--- config.mk ---
export PLATFORM = sky130hd
export DESIGN_NAME = eppt_port
export DESIGN_NICKNAME = d
export VERILOG_FILES = /design/src/core/eppt_port.v
export VERILOG_INCLUDE_DIRS = /design/src /design/src/inc
export SDC_FILE = /design/constraint.sdc
export NUM_CORES = 1
export LEC_CHECK = 0
export BUFFER_PORTS_ARGS = -buffer_cell sky130_fd_sc_hd__buf_2
export CORE_UTILIZATION = 58
export CTS_CLUSTER_SIZE = 12
export DETAILED_ROUTE_END_ITERATION = 12
export PLACE_DENSITY_LB_ADDON = 0.25
export SLEW_MARGIN = 0
export SYNTH_ARGS = -nofsm -noshare
export SYNTH_HDL_FRONTEND = slang
export SYNTH_SLANG_ARGS = --single-unit
--- constraint.sdc ---
create_clock -name CLK -period 8.1 [get_ports CLK]
set_input_delay 1.215 -clock CLK [delete_from_list [all_inputs] [get_ports CLK]]
set_output_delay 1.215 -clock CLK [all_outputs]
set_load 0.02 [all_outputs]
--- src/inc/eppt_defines.vh ---
// Contract
// - FIFO mode ignores nAck; next byte starts from Busy only.
// - FIFO mode forwards DMA-fed bytes at up to about 500 KB/s.
// - Forward idle: nStrobe held high; peripheral keeps Busy low.
// - Forward: Busy low and data stable, then drive nStrobe low.
// - After Busy seen high, return nStrobe high.
// - Reverse idle: peripheral keeps nAck high, device keeps nAutoFd low.
// - Reverse: after previous byte taken, drive nAutoFd low.
// - After nAck falls and ready, raise nAutoFd to acknowledge.
// - After capturing reverse byte, drive nAutoFd low again.
// - Active drivers in ECP, open-collector in compatible, glitch-free switching; data lines are driven in every mode outside reverse states.
// - FIFO mode holds data until Busy inactive or 450 ns, later wins.
// - FIFO mode strobe low at least 600 ns; 680 ns after Busy.
// - Busy transition valid only after stable for 75 to 130 ns.
// - nAck transition valid only after stable for 75 to 130 ns.
// - Next strobe within 200 ns of Busy falling when FIFO holds data; ECP mode takes 280 ns, FIFO mode waits the 680 ns gap after Busy instead.
// - Reverse stalls by holding nAutoFd low when FIFO full or terminal count.
`ifndef EPPT_DEFINES_VH
`define EPPT_DEFINES_VH
`define EPPT_CLK_NS       40
`define EPPT_FILT_NS      75
`define EPPT_FILT_CYC     ((`EPPT_FILT_NS + `EPPT_CLK_NS - 1) / `EPPT_CLK_NS)
`define EPPT_SETUP_NS     600
`define EPPT_SETUP_CYC    ((`EPPT_SETUP_NS + `EPPT_CLK_NS - 1) / `EPPT_CLK_NS)
`define EPPT_STRB_NS      600
`define EPPT_STRB_CYC     ((`EPPT_STRB_NS + `EPPT_CLK_NS - 1) / `EPPT_CLK_NS)
`define EPPT_HOLD_NS      450
`define EPPT_HOLD_CYC     ((`EPPT_HOLD_NS + `EPPT_CLK_NS - 1) / `EPPT_CLK_NS)
`define EPPT_GAP_NS       680
`define EPPT_GAP_CYC      ((`EPPT_GAP_NS + `EPPT_CLK_NS - 1) / `EPPT_CLK_NS)
`define EPPT_CNT_W        5
`define EPPT_MODE_COMPAT  2'h0
`define EPPT_MODE_FIFO    2'h1
`define EPPT_MODE_ECP     2'h2
`endif

--- src/core/eppt_port.v ---
`timescale 1ns/1ps
`include "eppt_defines.vh"
module eppt_port (
  input  wire       CLK,
  input  wire       RESET_N,
  input  wire [1:0] MODE,
  input  wire       REVERSE,
  input  wire       TERM_COUNT,
  input  wire [7:0] TX_DATA,
  input  wire       TX_VALID,
  output reg        TX_READY,
  output reg  [7:0] RX_DATA,
  output reg        RX_VALID,
  input  wire       RX_READY,
  input  wire       BUSY_IN,
  input  wire       NACK_IN,
  input  wire       NFAULT_IN,
  input  wire [7:0] DATA_IN,
  output reg  [7:0] DATA_OUT,
  output reg  [7:0] DATA_OE_N,
  output reg        NSTROBE_OUT,
  output reg        NSTROBE_OE_N,
  output reg        NAUTOFD_OUT,
  output reg        NAUTOFD_OE_N,
  output reg        REVERSE_REQ
);

  // ************************************************************
  // Input synchronisers and filters
  // ************************************************************
  // two-stage synchronisers
  reg [2:0] sync_a;
  reg [2:0] sync_b;
  always @(posedge CLK) begin
    if (!RESET_N) begin
      // Reset to the idle pin levels so no false Busy or nAck edge follows reset.
      sync_a <= 3'h6;
      sync_b <= 3'h6;
    end else begin
      sync_a <= {NFAULT_IN, NACK_IN, BUSY_IN};
      sync_b <= sync_a;
    end
  end

  localparam integer FILT_I  = `EPPT_FILT_CYC - 1;
  localparam integer SETUP_I = `EPPT_SETUP_CYC;
  localparam integer STRB_I  = `EPPT_STRB_CYC - 1;
  localparam integer HOLD_I  = `EPPT_HOLD_CYC - 1;
  localparam integer GAP_I   = `EPPT_GAP_CYC;

  reg                  busy_f;
  reg                  nack_f;
  reg [`EPPT_CNT_W-1:0] busy_cnt;
  reg [`EPPT_CNT_W-1:0] nack_cnt;
  always @(posedge CLK) begin
    if (!RESET_N) begin
      busy_f   <= 1'b0;
      busy_cnt <= {`EPPT_CNT_W{1'b0}};
    end else if (sync_b[0] == busy_f) begin
      busy_cnt <= {`EPPT_CNT_W{1'b0}};
    end else if (busy_cnt == FILT_I[`EPPT_CNT_W-1:0]) begin
      busy_f   <= sync_b[0];
      busy_cnt <= {`EPPT_CNT_W{1'b0}};
    end else begin
      busy_cnt <= busy_cnt + 1'b1;
    end
  end
  always @(posedge CLK) begin
    if (!RESET_N) begin
      nack_f   <= 1'b1;
      nack_cnt <= {`EPPT_CNT_W{1'b0}};
    end else if (sync_b[1] == nack_f) begin
      nack_cnt <= {`EPPT_CNT_W{1'b0}};
    end else if (nack_cnt == FILT_I[`EPPT_CNT_W-1:0]) begin
      nack_f   <= sync_b[1];
      nack_cnt <= {`EPPT_CNT_W{1'b0}};
    end else begin
      nack_cnt <= nack_cnt + 1'b1;
    end
  end

  // ************************************************************
  // Two-entry reverse buffer
  // ************************************************************
  // A stall by the consumer fills this buffer, which then stalls the cable.
  reg [7:0] buf_mem [0:1];
  reg       buf_wp;
  reg       buf_rp;
  reg [1:0] buf_cnt;
  wire      buf_push;
  wire      buf_pop = RX_VALID && RX_READY;
  wire      buf_full = (buf_cnt == 2'h2);
  always @(posedge CLK) begin
    if (!RESET_N) begin
      buf_wp  <= 1'b0;
      buf_rp  <= 1'b0;
      buf_cnt <= 2'h0;
    end else begin
      if (buf_push) begin
        buf_mem[buf_wp] <= DATA_IN;
        buf_wp          <= ~buf_wp;
      end
      if (buf_pop)
        buf_rp <= ~buf_rp;
      buf_cnt <= buf_cnt + {1'b0, buf_push} - {1'b0, buf_pop};
    end
  end
  always @(posedge CLK) begin
    if (!RESET_N) begin
      RX_VALID <= 1'b0;
      RX_DATA  <= 8'h00;
    end else begin
      RX_VALID <= (buf_cnt + {1'b0, buf_push} - {1'b0, buf_pop}) != 2'h0;
      RX_DATA  <= (buf_cnt - {1'b0, buf_pop}) == 2'h0 ? DATA_IN :
                  buf_mem[buf_rp ^ buf_pop];
    end
  end

  // ************************************************************
  // Handshake state machine
  // ************************************************************
  localparam [7:0] ST_IDLE  = 8'h01;
  localparam [7:0] ST_SETUP = 8'h02;
  localparam [7:0] ST_STRB  = 8'h04;
  localparam [7:0] ST_WACK  = 8'h08;
  localparam [7:0] ST_WEND  = 8'h10;
  localparam [7:0] ST_RIDLE = 8'h20;
  localparam [7:0] ST_RACK  = 8'h40;
  localparam [7:0] ST_RTAKE = 8'h80;

  reg [7:0]             state;
  reg [7:0]             next_state;
  reg [`EPPT_CNT_W-1:0] tmr;
  reg [`EPPT_CNT_W-1:0] next_tmr;
  reg [`EPPT_CNT_W-1:0] gap;
  reg [7:0]             hold_data;
  reg [7:0]             next_hold_data;
  reg                   strobe_n;
  reg                   next_strobe_n;
  reg                   autofd_n;
  reg                   next_autofd_n;
  reg                   take;
  reg                   push;
  wire                  fifo_mode = (MODE == `EPPT_MODE_FIFO);
  wire                  ecp_mode  = (MODE == `EPPT_MODE_ECP);
  wire                  tmr_done  = (tmr == {`EPPT_CNT_W{1'b0}});
  assign buf_push = push;

  // gap counter after Busy goes inactive
  always @(posedge CLK) begin
    if (!RESET_N)
      gap <= {`EPPT_CNT_W{1'b0}};
    else if (busy_f)
      gap <= GAP_I[`EPPT_CNT_W-1:0];
    else if (gap != {`EPPT_CNT_W{1'b0}})
      gap <= gap - 1'b1;
  end

  always @* begin
    next_state     = state;
    next_tmr       = tmr_done ? tmr : tmr - 1'b1;
    next_hold_data = hold_data;
    next_strobe_n  = strobe_n;
    next_autofd_n  = autofd_n;
    take           = 1'b0;
    push           = 1'b0;
    case (state)
      ST_IDLE: begin
        next_strobe_n = 1'b1;
        if (TX_VALID && TX_READY) begin
          take           = 1'b1;
          next_hold_data = TX_DATA;
          next_tmr       = fifo_mode ? SETUP_I[`EPPT_CNT_W-1:0] : {`EPPT_CNT_W{1'b0}};
          next_state     = ST_SETUP;
        end else if (ecp_mode && REVERSE) begin
          next_state = ST_RIDLE;
        end
      end
      ST_SETUP: begin
        // strobe once Busy low and data stable; FIFO gap after Busy
        if (tmr_done && !busy_f && (ecp_mode || gap == {`EPPT_CNT_W{1'b0}})) begin
          next_strobe_n = 1'b0;
          next_tmr      = fifo_mode ? STRB_I[`EPPT_CNT_W-1:0] : {`EPPT_CNT_W{1'b0}};
          next_state    = fifo_mode ? ST_STRB : ST_WACK;
        end
      end
      ST_STRB: begin
        // minimum strobe width; nAck not consulted
        if (tmr_done) begin
          next_strobe_n = 1'b1;
          next_tmr      = HOLD_I[`EPPT_CNT_W-1:0];
          next_state    = ST_WEND;
        end
      end
      ST_WACK: begin
        if (busy_f) begin
          next_strobe_n = 1'b1;
          next_state    = ST_WEND;
        end
      end
      ST_WEND: begin
        // hold data until Busy low and hold time; then restart
        if (!busy_f && tmr_done)
          next_state = ST_IDLE;
      end
      ST_RIDLE: begin
        next_autofd_n = 1'b0;
        if (!REVERSE || !ecp_mode) begin
          next_state = ST_IDLE;
        // acknowledge once nAck falls; stall while full or counted out
        end else if (!nack_f && !buf_full && !TERM_COUNT) begin
          push          = 1'b1;
          next_autofd_n = 1'b1;
          next_state    = ST_RACK;
        end
      end
      ST_RACK: begin
        if (nack_f)
          next_state = ST_RTAKE;
      end
      ST_RTAKE: begin
        // end transfer; ready for next byte
        next_autofd_n = 1'b0;
        next_state    = ST_RIDLE;
      end
      default: begin
        next_state = ST_IDLE;
      end
    endcase
  end

  always @(posedge CLK) begin
    if (!RESET_N) begin
      state     <= ST_IDLE;
      tmr       <= {`EPPT_CNT_W{1'b0}};
      hold_data <= 8'h00;
      strobe_n  <= 1'b1;
      autofd_n  <= 1'b0;
    end else begin
      state     <= next_state;
      tmr       <= next_tmr;
      hold_data <= next_hold_data;
      strobe_n  <= next_strobe_n;
      autofd_n  <= next_autofd_n;
    end
  end

  // ************************************************************
  // Registered pin drivers
  // ************************************************************
  // Enables and levels change in the same edge, so no pin glitches on a mode switch.
  always @(posedge CLK) begin
    if (!RESET_N) begin
      TX_READY     <= 1'b0;
      DATA_OUT     <= 8'h00;
      DATA_OE_N    <= 8'hff;
      NSTROBE_OUT  <= 1'b1;
      NSTROBE_OE_N <= 1'b1;
      NAUTOFD_OUT  <= 1'b1;
      NAUTOFD_OE_N <= 1'b1;
      REVERSE_REQ  <= 1'b0;
    end else begin
      // Ready promises a take at the next edge; Busy and gap waits happen after it.
      TX_READY    <= (next_state == ST_IDLE) && !take && (fifo_mode || ecp_mode) &&
                     !(ecp_mode && REVERSE);
      DATA_OUT    <= next_hold_data;
      // data driven outside reverse states; nStrobe active in ECP, open-collector otherwise
      DATA_OE_N    <= (next_state == ST_RIDLE || next_state == ST_RACK ||
                       next_state == ST_RTAKE) ? 8'hff : 8'h00;
      NSTROBE_OUT  <= ecp_mode ? next_strobe_n : 1'b0;
      NSTROBE_OE_N <= ecp_mode ? 1'b0 : next_strobe_n;
      NAUTOFD_OUT  <= ecp_mode ? next_autofd_n : 1'b0;
      NAUTOFD_OE_N <= ecp_mode ? 1'b0 : 1'b1;
      REVERSE_REQ <= !sync_b[2];
    end
  end

endmodule

# Word level (Yosys, flattened, before mapping)
# Memory sizes are Yosys's and may differ from the RTL's.
# Cells that the tools add are included.
# totals
regBits	73
ram_bits	16
out_inout_bits	31
word_cells	133
memories	1
# op_classes
add_sub_neg	7
n_eq_ne	19
n_mux	39
bitwise_logic	6
reduce_logical	36
# mem_list
memory	words	word_bits	read_ports	rd_ports_with_merged_regs	write_ports	line	source
buf_mem	2	8	1	0	1	eppt_port.v:86	reg [7:0] buf_mem [0:1];
# ops
op	n
$mux 8	11
$pmux 8 s8	1
$mux 5	6
$eq 8x1->1 const B	2
$eq 8x6->1 const B	2
$eq 8x7->1 const B	2
$eq 8x8->1 const B	2
$mux 1	15
$pmux 5 s3	1
$mux 4	3
$add 5x1->5 const B	2
$eq 5x1->1 const B	2
$logic_and 1x1->1	10
$logic_not 5->1	2
$sub 5x1->5 const B	2
$logic_not 1->1	9
$eq 8x2->1 const B	1
$eq 8x3->1 const B	1
$eq 8x4->1 const B	1
$eq 8x5->1 const B	1
$reduce_and 2->1	3
$reduce_or 3->1	2
$logic_or 1x1->1	5
$not 1->1	5
12 further kinds	16

# Longest topological paths before layout
# Gate-level depths: netlist of run 1.
# logic_depth
ltp_word	11
depth_mapped	12
mapped_depth_nobuf	12

# Worst setup path after synthesis of run 1
# No wires, ideal clock.
# synth_path
path_kind	input -> register
from	input TERM_COUNT
to	register RX_VALID
setup_time_ps	123
t_arrival_ps	3195
required_time_ps	7977
setup_slack_ps	4782
path_stages	11
cell_sequence	nor2_1 o21ai_0 nor4_1 inv_1 ha_1 inv_1 ha_1 xor2_1 and2_1 nor3_1 or2_2
# synth_between
elab_chain_cells	8
# synth_lines
item	line	source
start: declaration	eppt_port.v:8	input wire TERM_COUNT,
$logic_not 1->1	eppt_port.v:211	end else if (!nack_f && !buf_full && !TERM_COUNT) begin
$logic_and 1x1->1	eppt_port.v:211	
$mux 1	eppt_port.v:211	
$mux 1	eppt_port.v:208	if (!REVERSE || !ecp_mode) begin
$mux 1	eppt_port.v:167	case (state)
$add 2x1->2	eppt_port.v:113	RX_VALID <= (buf_cnt + {1'b0, buf_push} - {1'b0, buf_pop}) != 2'h0;
$sub 2x1->2	eppt_port.v:113	
$reduce_bool 2->1	eppt_port.v:113	
end signal: assignment	eppt_port.v:110	RX_VALID <= 1'b0;
end signal: assignment	eppt_port.v:113	
end: declaration	eppt_port.v:13	output reg RX_VALID,
# No other way between the ends.
# A chain may end at the register's enable or synchronous reset.

# Final worst setup path of run 1
# Ends and elaborated chain as after synthesis.

==> flow_metrics.py, run 1 <==
metrics = {
    "outcome": {
        "outcome": "finished clean",
    },
    "cts": {
        "post-cts-setup-buffers": 0,
        "cts_root_buf": "clkbuf_8",
        "clkSinkCount": 82,
        "hold_buffers": 0,
        "clk_path_buf_depth": 2,
        "cts_tree": "yes",
        "numCtsBuffers": 9,
        "clkSlewWorstSetupHoldPaths_ns": 0.08,
        "insertion_delay_ns": 0.35,
        "post_cts_resized": 0,
        "htreeDepth": 3,
    },
    "global_routing": {
        "grt_pass1_wl_um": 11500,
        "grt_max_degree": 36,
        "grt_usage_pct": 23.5,
        "grt_pass1_vias": 2517,
        "overflow": 0,
        "antenna_found_initial": 0,
    },
    "synth": {
        "yosys.area.top_type": "dfxtp_1",
        "synth_commonest_cells": "dfxtp_1 (66), nor2_1 (56), mux2i_1 (21)",
        "synth_most_common_cell": "dfxtp_1",
        "syn_area_per_cell_um2": 9.84,
        "synth_cell_types": 53,
        "synth-edff-count": 16,
        "syn-cell-area_mm2": 0.00360,
        "synthFlopType": "dfxtp_1",
        "syn_nets": 406,
        "synth_top_area_share_pct": 36.7,
        "ys_top_cells_by_area": "dfxtp_1 (37%), edfxtp_1 (13%), mux2i_1 (5.8%)",
        "ys_warn_count": 0,
        "synth-seq-cells": 82,
        "syn-instance-count": 366,
        "ys_seq_area_share_pct": 50.0,
        "synthArstFlopShare_pct": 0,
    },
    "critical_path": {
        "critPathCaptureType": "flop",
        "cp-endpoint": "RX_VALID$_SDFF_PN0_",
        "critical_path_arrival_ns": 3.64,
        "startpoint": "TERM_COUNT",
        "r2r_slack_ns": 5.06,
        "cp-start-kind": "primary input",
        "path_class": "primary input to flop",
        "r2r-start": "state[0]$_SDFF_PN1_",
        "critPathMaxFanout": 5,
        "worstReg2RegEnd": "RX_VALID$_SDFF_PN0_",
        "reg2reg_depth": 11,
        "required_ns": 8.33,
    },
    "die": {
        "dieArea_mm2": 0.00653,
        "die_w_um": 80.8,
        "rows": 28,
        "io_pins": 58,
        "die_h_um": 80.8,
        "start_util_pct": 60.5,
        "core_mm2": 0.00596,
    },
    "timing": {
        "setup_viol": 0,
        "finalCriticalPeriod_ns": 3.41,
        "skew_ns": 0.0104,
        "slew_headroom_pct": 27.2,
        "slew_violations": 0,
        "fin_crit_sh_pct": 42.1,
        "max_freq_mhz": 293,
        "setup_slack_ns": 4.69,
        "setup_tns_ns": 0,
        "final_hold_viol_count": 0,
        "tightest_slew_ns": 1.09,
        "rsz0062_at_grt": "no",
    },
    "routing": {
        "drt_first_pass_iters": 4,
        "ant_nets": 0,
        "vias": 2719,
        "routed_wirelength_um": 7020,
        "routedWlPerCell_um": 14.3,
        "drcViolationCount": 0,
        "vias_per_cell": 5.53,
        "drt_iter0_markers": 128,
    },
    "power_and_ir_drop": {
        "powerDensity_mw_per_mm2": 249,
        "vdd_ir_drop_max_v": 0.000142,
        "p_leak_nw": 1.73,
    },
    "place": {
        "dp_slack_ns": 4.32,
        "port_buffers": 57,
        "gp_congestion": 0.891,
        "placed_cells": 476,
        "dp_hpwl_um": 5090,
        "placed_cell_area_mm2": 0.00387,
    },
    "flow_run": {
        "maxCapViolCount": 0,
    },
    "final_layout": {
        "num_antenna_cells": 0,
        "syn2layout_area_growth_pct": 12.9,
        "drive_gt1_share_pct": 19.7,
        "fin_area_mm2": 0.00407,
        "finish.net_count": 452,
        "instances_no_fill": 492,
        "num-fill-cells": 496,
    },
    "hold_path": {
        "hp-class": "flop to flop",
    },
}
==> kinds of logic (layout without fill, tap and decap cells) <==
logic type / count (synthesis) / count (layout) / synth area share [%]
AND/OR/NAND/NOR: 138 / 138 / 19.2
adder cells (fa/ha/maj): 13 / 13 / 4.52
buffers and inverters: 41 / 92 / 5.28
XOR/XNOR: 19 / 19 / 4.62
multiplexers: 21 / 21 / 5.84
AO/OA/AOI/OAI: 52 / 52 / 10.6
flip-flops: 82 / 82 / 50.0
==> cells in the final DEF, fill, tap and decap left out, drive strengths merged, types with 4 or more instances in the layout <==
master	Yosys	routed
nor3	10	10
clkbuf	12	9
edfxtp	16	16
xnor2	10	10
nor4b	4	4
o21ai	9	9
or4	4	4
nand3	7	7
buf	11	58
and2	7	7
a211oi	10	10
ha	13	13
nand2b	12	12
dfxtp	66	66
xor2	9	9
nand2	19	19
mux2i	21	21
nor2	56	56
inv	17	19
a21oi	10	10
nor4	6	6
==> power by group <==
part,internal [W],total [W],switching [W],leakage [nW]
Combinational,0.000108,0.000243,0.000136,0.946
Sequential,0.000448,0.000476,0.0000273,0.684
Clock,0.000144,0.000295,0.000151,0.0962
==> layer usage <==
layer	part of all wire, %	vias to the layer above	GRT usage [%]
met5	0	-	0
met4	1.4	0	8.04
met1	45	1277	29.4
met3	4.4	10	6.29
met2	50	65	38.9
li1	-	1367	-
==> critical path, cell delays in order <==
cell and delay [ns]:
buf_2 0.10, nor2_1 0.07, o21ai_0 0.17, nor4_1 0.73
inv_1 0.15, ha_1 0.33, inv_1 0.06, ha_1 0.15
xor2_1 0.18, and2_1 0.14, nor3_1 0.04, or2_2 0.30
==> area by class of cell <==
| cell class | instances | area (um2) | share of cell area (%) |
|---|---|---|---|
| well taps | 75 | 93.8 | 2.31 |
| repair buffers | 58 | 293 | 7.20 |
| clock inverters | 7 | 76.3 | 1.88 |
| inverters | 18 | 67.6 | 1.66 |
| clock buffers | 9 | 124 | 3.05 |
| flip-flops and latches | 82 | 1800 | 44.3 |
| multi-input cells | 243 | 1610 | 39.6 |
==> how the worst min path moves through the flow <==
stage / from / endpoint / cells past startpoint
after global placement: sync_b[2]$_SDFF_PN1_ / REVERSE_REQ$_SDFF_PN0_ / 1
after floorplan: sync_b[2]$_SDFF_PN1_ / REVERSE_REQ$_SDFF_PN0_ / 1
after detailed placement: sync_b[2]$_SDFF_PN1_ / REVERSE_REQ$_SDFF_PN0_ / 1
after CTS: sync_b[2]$_SDFF_PN1_ / REVERSE_REQ$_SDFF_PN0_ / 1
final: sync_b[2]$_SDFF_PN1_ / REVERSE_REQ$_SDFF_PN0_ / 1
after global routing: sync_b[2]$_SDFF_PN1_ / REVERSE_REQ$_SDFF_PN0_ / 1
==> sequential cells by signal (all words and copies together), names as in the netlist, 2 cells and up <==
| signal | cells |
|---|---|
| DATA_OUT | 8 |
| RX_DATA | 8 |
| buf_cnt | 2 |
| buf_mem | 16 |
| busy_cnt | 5 |
| gap | 5 |
| nack_cnt | 5 |
| state | 8 |
| sync_a | 3 |
| sync_b | 3 |
| tmr | 5 |
==> through the flow <==
stage	util (%)	power, W	hold slack [ns]
final	68.3	0.00101	0.404
after global routing	68.3	0.00107	0.412
after CTS	68.3	0.00102	0.405
after detailed placement	64.9	0.000728	0.392
after global placement	64.9	0.000720	0.375
after floorplan	-	0.000681	0.368
Power figures use the tool's default switching activity.
==> inputs of run 2 (changes only) <==
Settings changed: CORE_UTILIZATION 58 to 56.
Clock period 8.1 ns to 3.4 ns, I/O delays scaled along.
==> flow_metrics.py, run 2 (synthesis gave the netlist of run 1 again) <==
metrics = {
    "cts": {
        "post_cts_resized": 0,
        "clk_path_buf_depth": 2,
        "cts_tree": "yes",
        "insertion_delay_ns": 0.35,
        "numCtsBuffers": 9,
        "clkSinkCount": 82,
        "cts_root_buf": "clkbuf_8",
        "post-cts-setup-buffers": 0,
        "clkSlewWorstSetupHoldPaths_ns": 0.08,
        "htreeDepth": 3,
        "hold_buffers": 0,
    },
    "critical_path": {
        "crit_chain": "nor4_1 -> nand2_1 -> nor4_1 -> inv_1 -> ha_1 -> inv_1 -> ha_1 -> xor2_1 -> and2_1 -> nor3_1 -> or2_2",
        "critical_path_arrival_ns": 2.93,
        "cp-start-kind": "flop",
        "slowest_stage": "dfxtp_1",
        "required_ns": 3.63,
        "path_delay_family": "simple AND/OR/NAND/NOR gates",
        "critPathMaxFanout": 12,
        "crit_buf_inv": 2,
        "critPathCaptureType": "flop",
        "path_class": "flop to flop",
        "slowest_delay_ns": 0.43,
    },
    "power_and_ir_drop": {
        "p_clk_share_pct": 25.7,
        "p_int_w": 0.00159,
        "seq_power_share_pct": 48.8,
        "powerDensity_mw_per_mm2": 571,
        "vdd_ir_drop_max_v": 0.000422,
        "netSwitchingFraction_pct": 31.5,
        "pwr-share-comb_pct": 25.5,
        "p_leak_nw": 1.74,
        "power_switching_w": 0.000732,
    },
    "timing": {
        "setup_tns_ns": 0,
        "setup_viol": 0,
        "slew_violations": 0,
        "rsz0062_at_grt": "no",
        "slew_headroom_pct": 44.1,
        "final_hold_viol_count": 0,
        "max_freq_mhz": 371,
        "finalCriticalPeriod_ns": 2.69,
        "skew_ns": 0.0104,
        "fin_crit_sh_pct": 79.3,
        "tightest_slew_ns": 0.831,
    },
    "global_routing": {
        "grt_pass1_wl_um": 11900,
        "grt_busiest_layer": "met2",
        "antenna_found_initial": 0,
        "use_met1_pct": 29.6,
        "met2_usage_pct": 38.9,
        "gr-usage-met3_pct": 6.48,
        "grt_pass1_vias": 2592,
        "grt_max_degree": 25,
        "grt_usage_pct": 23.8,
        "overflow": 0,
    },
    "place": {
        "dp_hpwl_um": 5310,
        "port_buffers": 57,
        "gp_congestion": 0.893,
        "placed_cells": 481,
        "placed_cell_area_mm2": 0.00390,
    },
    "final_layout": {
        "instances_no_fill": 497,
        "fin_area_mm2": 0.00406,
        "regMostFlops": "buf_mem",
        "final_cell_mix": "dfxtp_1 (66), buf_2 (57), nor2_1 (56), mux2i_1 (21), nand2_1 (19)",
        "num-fill-cells": 492,
        "drive_gt1_share_pct": 20.1,
        "mostFrequentLayoutCell": "dfxtp_1",
        "largest_reg_flops": 16,
        "syn2layout_area_growth_pct": 12.8,
        "num_antenna_cells": 0,
        "finish.net_count": 457,
    },
    "die": {
        "dieArea_mm2": 0.00676,
        "start_util_pct": 59.4,
        "rows": 28,
        "io_pins": 58,
        "die_h_um": 82.2,
        "core_mm2": 0.00606,
        "die_w_um": 82.2,
    },
    "routing": {
        "drcViolationCount": 0,
        "vias_per_cell": 5.51,
        "routedWlPerCell_um": 14.6,
        "routed_wirelength_um": 7230,
        "drt_iter0_markers": 160,
        "drt_first_pass_iters": 4,
        "vias": 2739,
        "ant_nets": 0,
    },
    "hold_path": {
        "hp-class": "primary input to flop",
    },
    "flow_run": {
        "maxCapViolCount": 0,
    },
    "outcome": {
        "outcome": "finished clean",
    },
}
==> run 2: changes by cell type in the layout (fill, tap and decap cells not counted) <==
cell	delta
clkinvlp_4	-2
clkinv_2	+3
inv_6	-1
clkinv_4	-1
clkinv_1	+1
bufinv_16	-1
buf_4	+5
clkbuf_1	+1
==> run 2: final timing paths <==
path / startpoint / end / slack (ns) / depth (start not counted)
worst min-delay path: NACK_IN / sync_a[1]$_SDFF_PN1_ / 0.35 / 2
worst min register to register: sync_b[2]$_SDFF_PN1_ / REVERSE_REQ$_SDFF_PN0_ / 0.38 / 1
worst max register to register: state[0]$_SDFF_PN1_ / RX_VALID$_SDFF_PN0_ / 0.71 / 11
worst max-delay path: state[0]$_SDFF_PN1_ / RX_VALID$_SDFF_PN0_ / 0.71 / 11
==> run 2: per-layer routing <==
metal	share of wire (%)	vias to the layer above	wire length, um
met5	0	-	0
met4	2.5	0	184
met3	4.3	18	314
met2	48	58	3500
met1	45	1291	3240
li1	-	1372	-
==> run 2: metrics by stage <==
step | utilization, % | power [W] | hold WS [ns] | setup WS (ns)
2_1_floorplan | - | 0.00162 | 0.368 | 0.645
3_3_place_gp | 64.4 | 0.00173 | 0.373 | 0.835
3_5_place_dp | 64.4 | 0.00174 | 0.378 | 0.785
4_1_cts | 67.1 | 0.00234 | 0.341 | 0.712
5_1_grt | 67.1 | 0.00246 | 0.338 | 0.507
6_report | 67.1 | 0.00232 | 0.346 | 0.705
==> run 2: power by group through the flow <==
stage                     clock network [W]  logic, W  registers [W]
after CTS                          0.000608  0.000597        0.00113
after global placement                    0  0.000576        0.00115
after detailed placement                  0  0.000591        0.00115
after floorplan                           0  0.000465        0.00116
after global routing               0.000651  0.000669        0.00114
final                              0.000596  0.000593        0.00113
==> run 2: cell type report <==
type                       count  area, um2  share of cell area (%)
sequential                    82       1800                    44.3
multi-input combinational    243       1610                    39.6
timing repair buffer          63        330                    8.13
clock buffer                  10        128                    3.14
tap                           75       93.8                    2.31
inverter                      18       67.6                    1.66
clock inverter                 6       32.5                   0.800
==> run 2: worst register-to-register path: cells and delay by family (launching register included) <==
kind / cells / cell delay, ns
XOR/XNOR: 1 / 0.18
flip-flops: 1 / 0.43
buffers and inverters: 2 / 0.17
adder cells (fa/ha/maj): 2 / 0.46
AND/OR/NAND/NOR: 6 / 1.34
==> inputs of run 3 (changes only) <==
Clock period 3.4 ns to 2.8 ns, I/O delays scaled along.
==> flow_metrics.py, run 3 (synthesis gave the netlist of run 1 again) <==
metrics = {
    "outcome": {
        "outcome": "finished clean",
    },
    "power_and_ir_drop": {
        "p_clk_share_pct": 30.0,
        "seq_power_share_pct": 45.7,
        "power_switching_w": 0.000884,
        "vdd_ir_drop_max_v": 0.000552,
        "p_int_w": 0.00211,
        "pwr-share-comb_pct": 24.3,
        "powerDensity_mw_per_mm2": 721,
        "netSwitchingFraction_pct": 29.5,
        "totalPowerFinal_w": 0.00300,
        "p_leak_nw": 1.79,
    },
    "global_routing": {
        "grt_pass1_vias": 2513,
        "antenna_found_initial": 0,
        "grt_max_degree": 20,
        "grt_pass1_wl_um": 11500,
        "overflow": 0,
        "grt_usage_pct": 23.3,
    },
    "cts": {
        "insertion_delay_ns": 0.35,
        "cts_tree": "yes",
        "post-cts-setup-buffers": 0,
        "numCtsBuffers": 9,
        "clk_path_buf_depth": 2,
        "clkSinkCount": 82,
        "htreeDepth": 3,
        "hold_buffers": 0,
        "clkSlewWorstSetupHoldPaths_ns": 0.08,
        "cts_root_buf": "clkbuf_8",
        "post_cts_resized": 0,
    },
    "timing": {
        "skew_ns": 0.00832,
        "timing.hold.ws_ns": 0.250,
        "rsz0062_at_grt": "no",
        "setup_slack_ns": 0.250,
        "fin_crit_sh_pct": 91.1,
        "finalCriticalPeriod_ns": 2.55,
        "slew_violations": 0,
        "final_hold_viol_count": 0,
        "setup_tns_ns": 0,
        "tightest_slew_ns": 0.663,
        "setup_viol": 0,
        "slew_headroom_pct": 55.4,
        "max_freq_mhz": 392,
    },
    "routing": {
        "routed_wirelength_um": 7360,
        "drt_iter0_markers": 116,
        "routedWlPerCell_um": 14.6,
        "drt_first_pass_iters": 4,
        "ant_nets": 0,
        "drcViolationCount": 0,
        "vias_per_cell": 5.52,
        "vias": 2779,
    },
    "final_layout": {
        "num-fill-cells": 497,
        "mostFrequentLayoutCell": "dfxtp_1",
        "syn2layout_area_growth_pct": 15.4,
        "finish.net_count": 463,
        "final_cell_mix": "dfxtp_1 (66), buf_2 (57), nor2_1 (56), mux2i_1 (21), nand2_1 (19)",
        "fin_util_pct": 68.6,
        "largest_reg_flops": 16,
        "drive_gt1_share_pct": 21.0,
        "regMostFlops": "buf_mem",
        "num_antenna_cells": 0,
    },
    "die": {
        "die_h_um": 82.2,
        "rows": 28,
        "io_pins": 58,
        "core_mm2": 0.00606,
        "die_w_um": 82.2,
        "start_util_pct": 59.4,
        "dieArea_mm2": 0.00676,
    },
    "critical_path": {
        "worstReg2RegEnd": "RX_VALID$_SDFF_PN0_",
        "path_class": "flop to flop",
        "critPathMaxFanout": 8,
        "required_ns": 3.04,
        "r2r_slack_ns": 0.25,
        "cp-start-kind": "flop",
        "r2r-start": "state[6]$_SDFF_PN0_",
        "crit_buf_inv": 2,
        "slowest_delay_ns": 0.37,
        "path_delay_family": "simple AND/OR/NAND/NOR gates",
        "critPathCaptureType": "flop",
        "reg2reg_depth": 11,
        "slowest_stage": "dfxtp_1",
        "critical_path_arrival_ns": 2.79,
        "crit_chain": "nor4_1 -> nand2_1 -> nor4_1 -> inv_1 -> ha_1 -> inv_1 -> ha_1 -> xor2_1 -> and2_1 -> nor3_1 -> or2_2",
    },
    "place": {
        "dp_hpwl_um": 5190,
        "port_buffers": 57,
        "dp_slack_ns": 0.285,
        "gp_congestion": 0.901,
    },
    "flow_run": {
        "maxCapViolCount": 0,
    },
    "hold_path": {
        "hold_start": "NFAULT_IN",
        "holdPathStages": 2,
        "hp-class": "primary input to flop",
        "hold_end": "sync_a[2]$_SDFF_PN1_",
    },
}
## run 3: cell count changes in the layout (fill, tap and decap cells not counted)
cell       before  now
bufinv_16       0    2
clkinv_1        2    3
inv_6           1    0
clkinv_4        0    1
clkinv_2        4    1
buf_4           6   12
## run 3: worst max-delay path by stage
stage,startpoint,endpoint,cells after the start
detailed placement,state[6]$_SDFF_PN0_,RX_VALID$_SDFF_PN0_,11
CTS,state[6]$_SDFF_PN0_,RX_VALID$_SDFF_PN0_,11
finish,state[6]$_SDFF_PN0_,RX_VALID$_SDFF_PN0_,11
floorplan,state[0]$_SDFF_PN1_,RX_VALID$_SDFF_PN0_,12
global route,state[6]$_SDFF_PN0_,RX_VALID$_SDFF_PN0_,11
global placement,state[6]$_SDFF_PN0_,RX_VALID$_SDFF_PN0_,11
## run 3: area by class of cell
cell class,count,area (um2),share of cell area [%]
flip-flops and latches,82,1800,43.3
multi-input cells,243,1610,38.7
repair buffers,69,375,9.03
clock buffers,10,128,3.07
well taps,75,93.8,2.26
clock inverters,6,81.3,1.96
inverters,18,67.6,1.63
## run 3: metrics by stage
stage | instances | instance area [um2]
after floorplan | 366 | 3600
after CTS | 503 | 4160
after global routing | 503 | 4160
after detailed placement | 487 | 3950
after global placement | 487 | 3950
final | 503 | 4160
## run 3: metal layers
layer  global-route usage [%]  up-vias  share of wire, %
li1                         -     1385                 -
met1                     27.4     1316                43
met2                     39.8       63                51
met3                     6.37       15               4.1
met4                     9.47        0               1.8
met5                        0        -                 0
## run 3: power by group through the flow
stage          combinational, W  clock, W  sequential, W
3_3_place_gp           0.000703         0        0.00139
4_1_cts                0.000728  0.000919        0.00137
6_report               0.000729  0.000899        0.00137
2_1_floorplan          0.000565         0        0.00141
3_5_place_dp           0.000721         0        0.00140
5_1_grt                0.000816  0.000965        0.00138
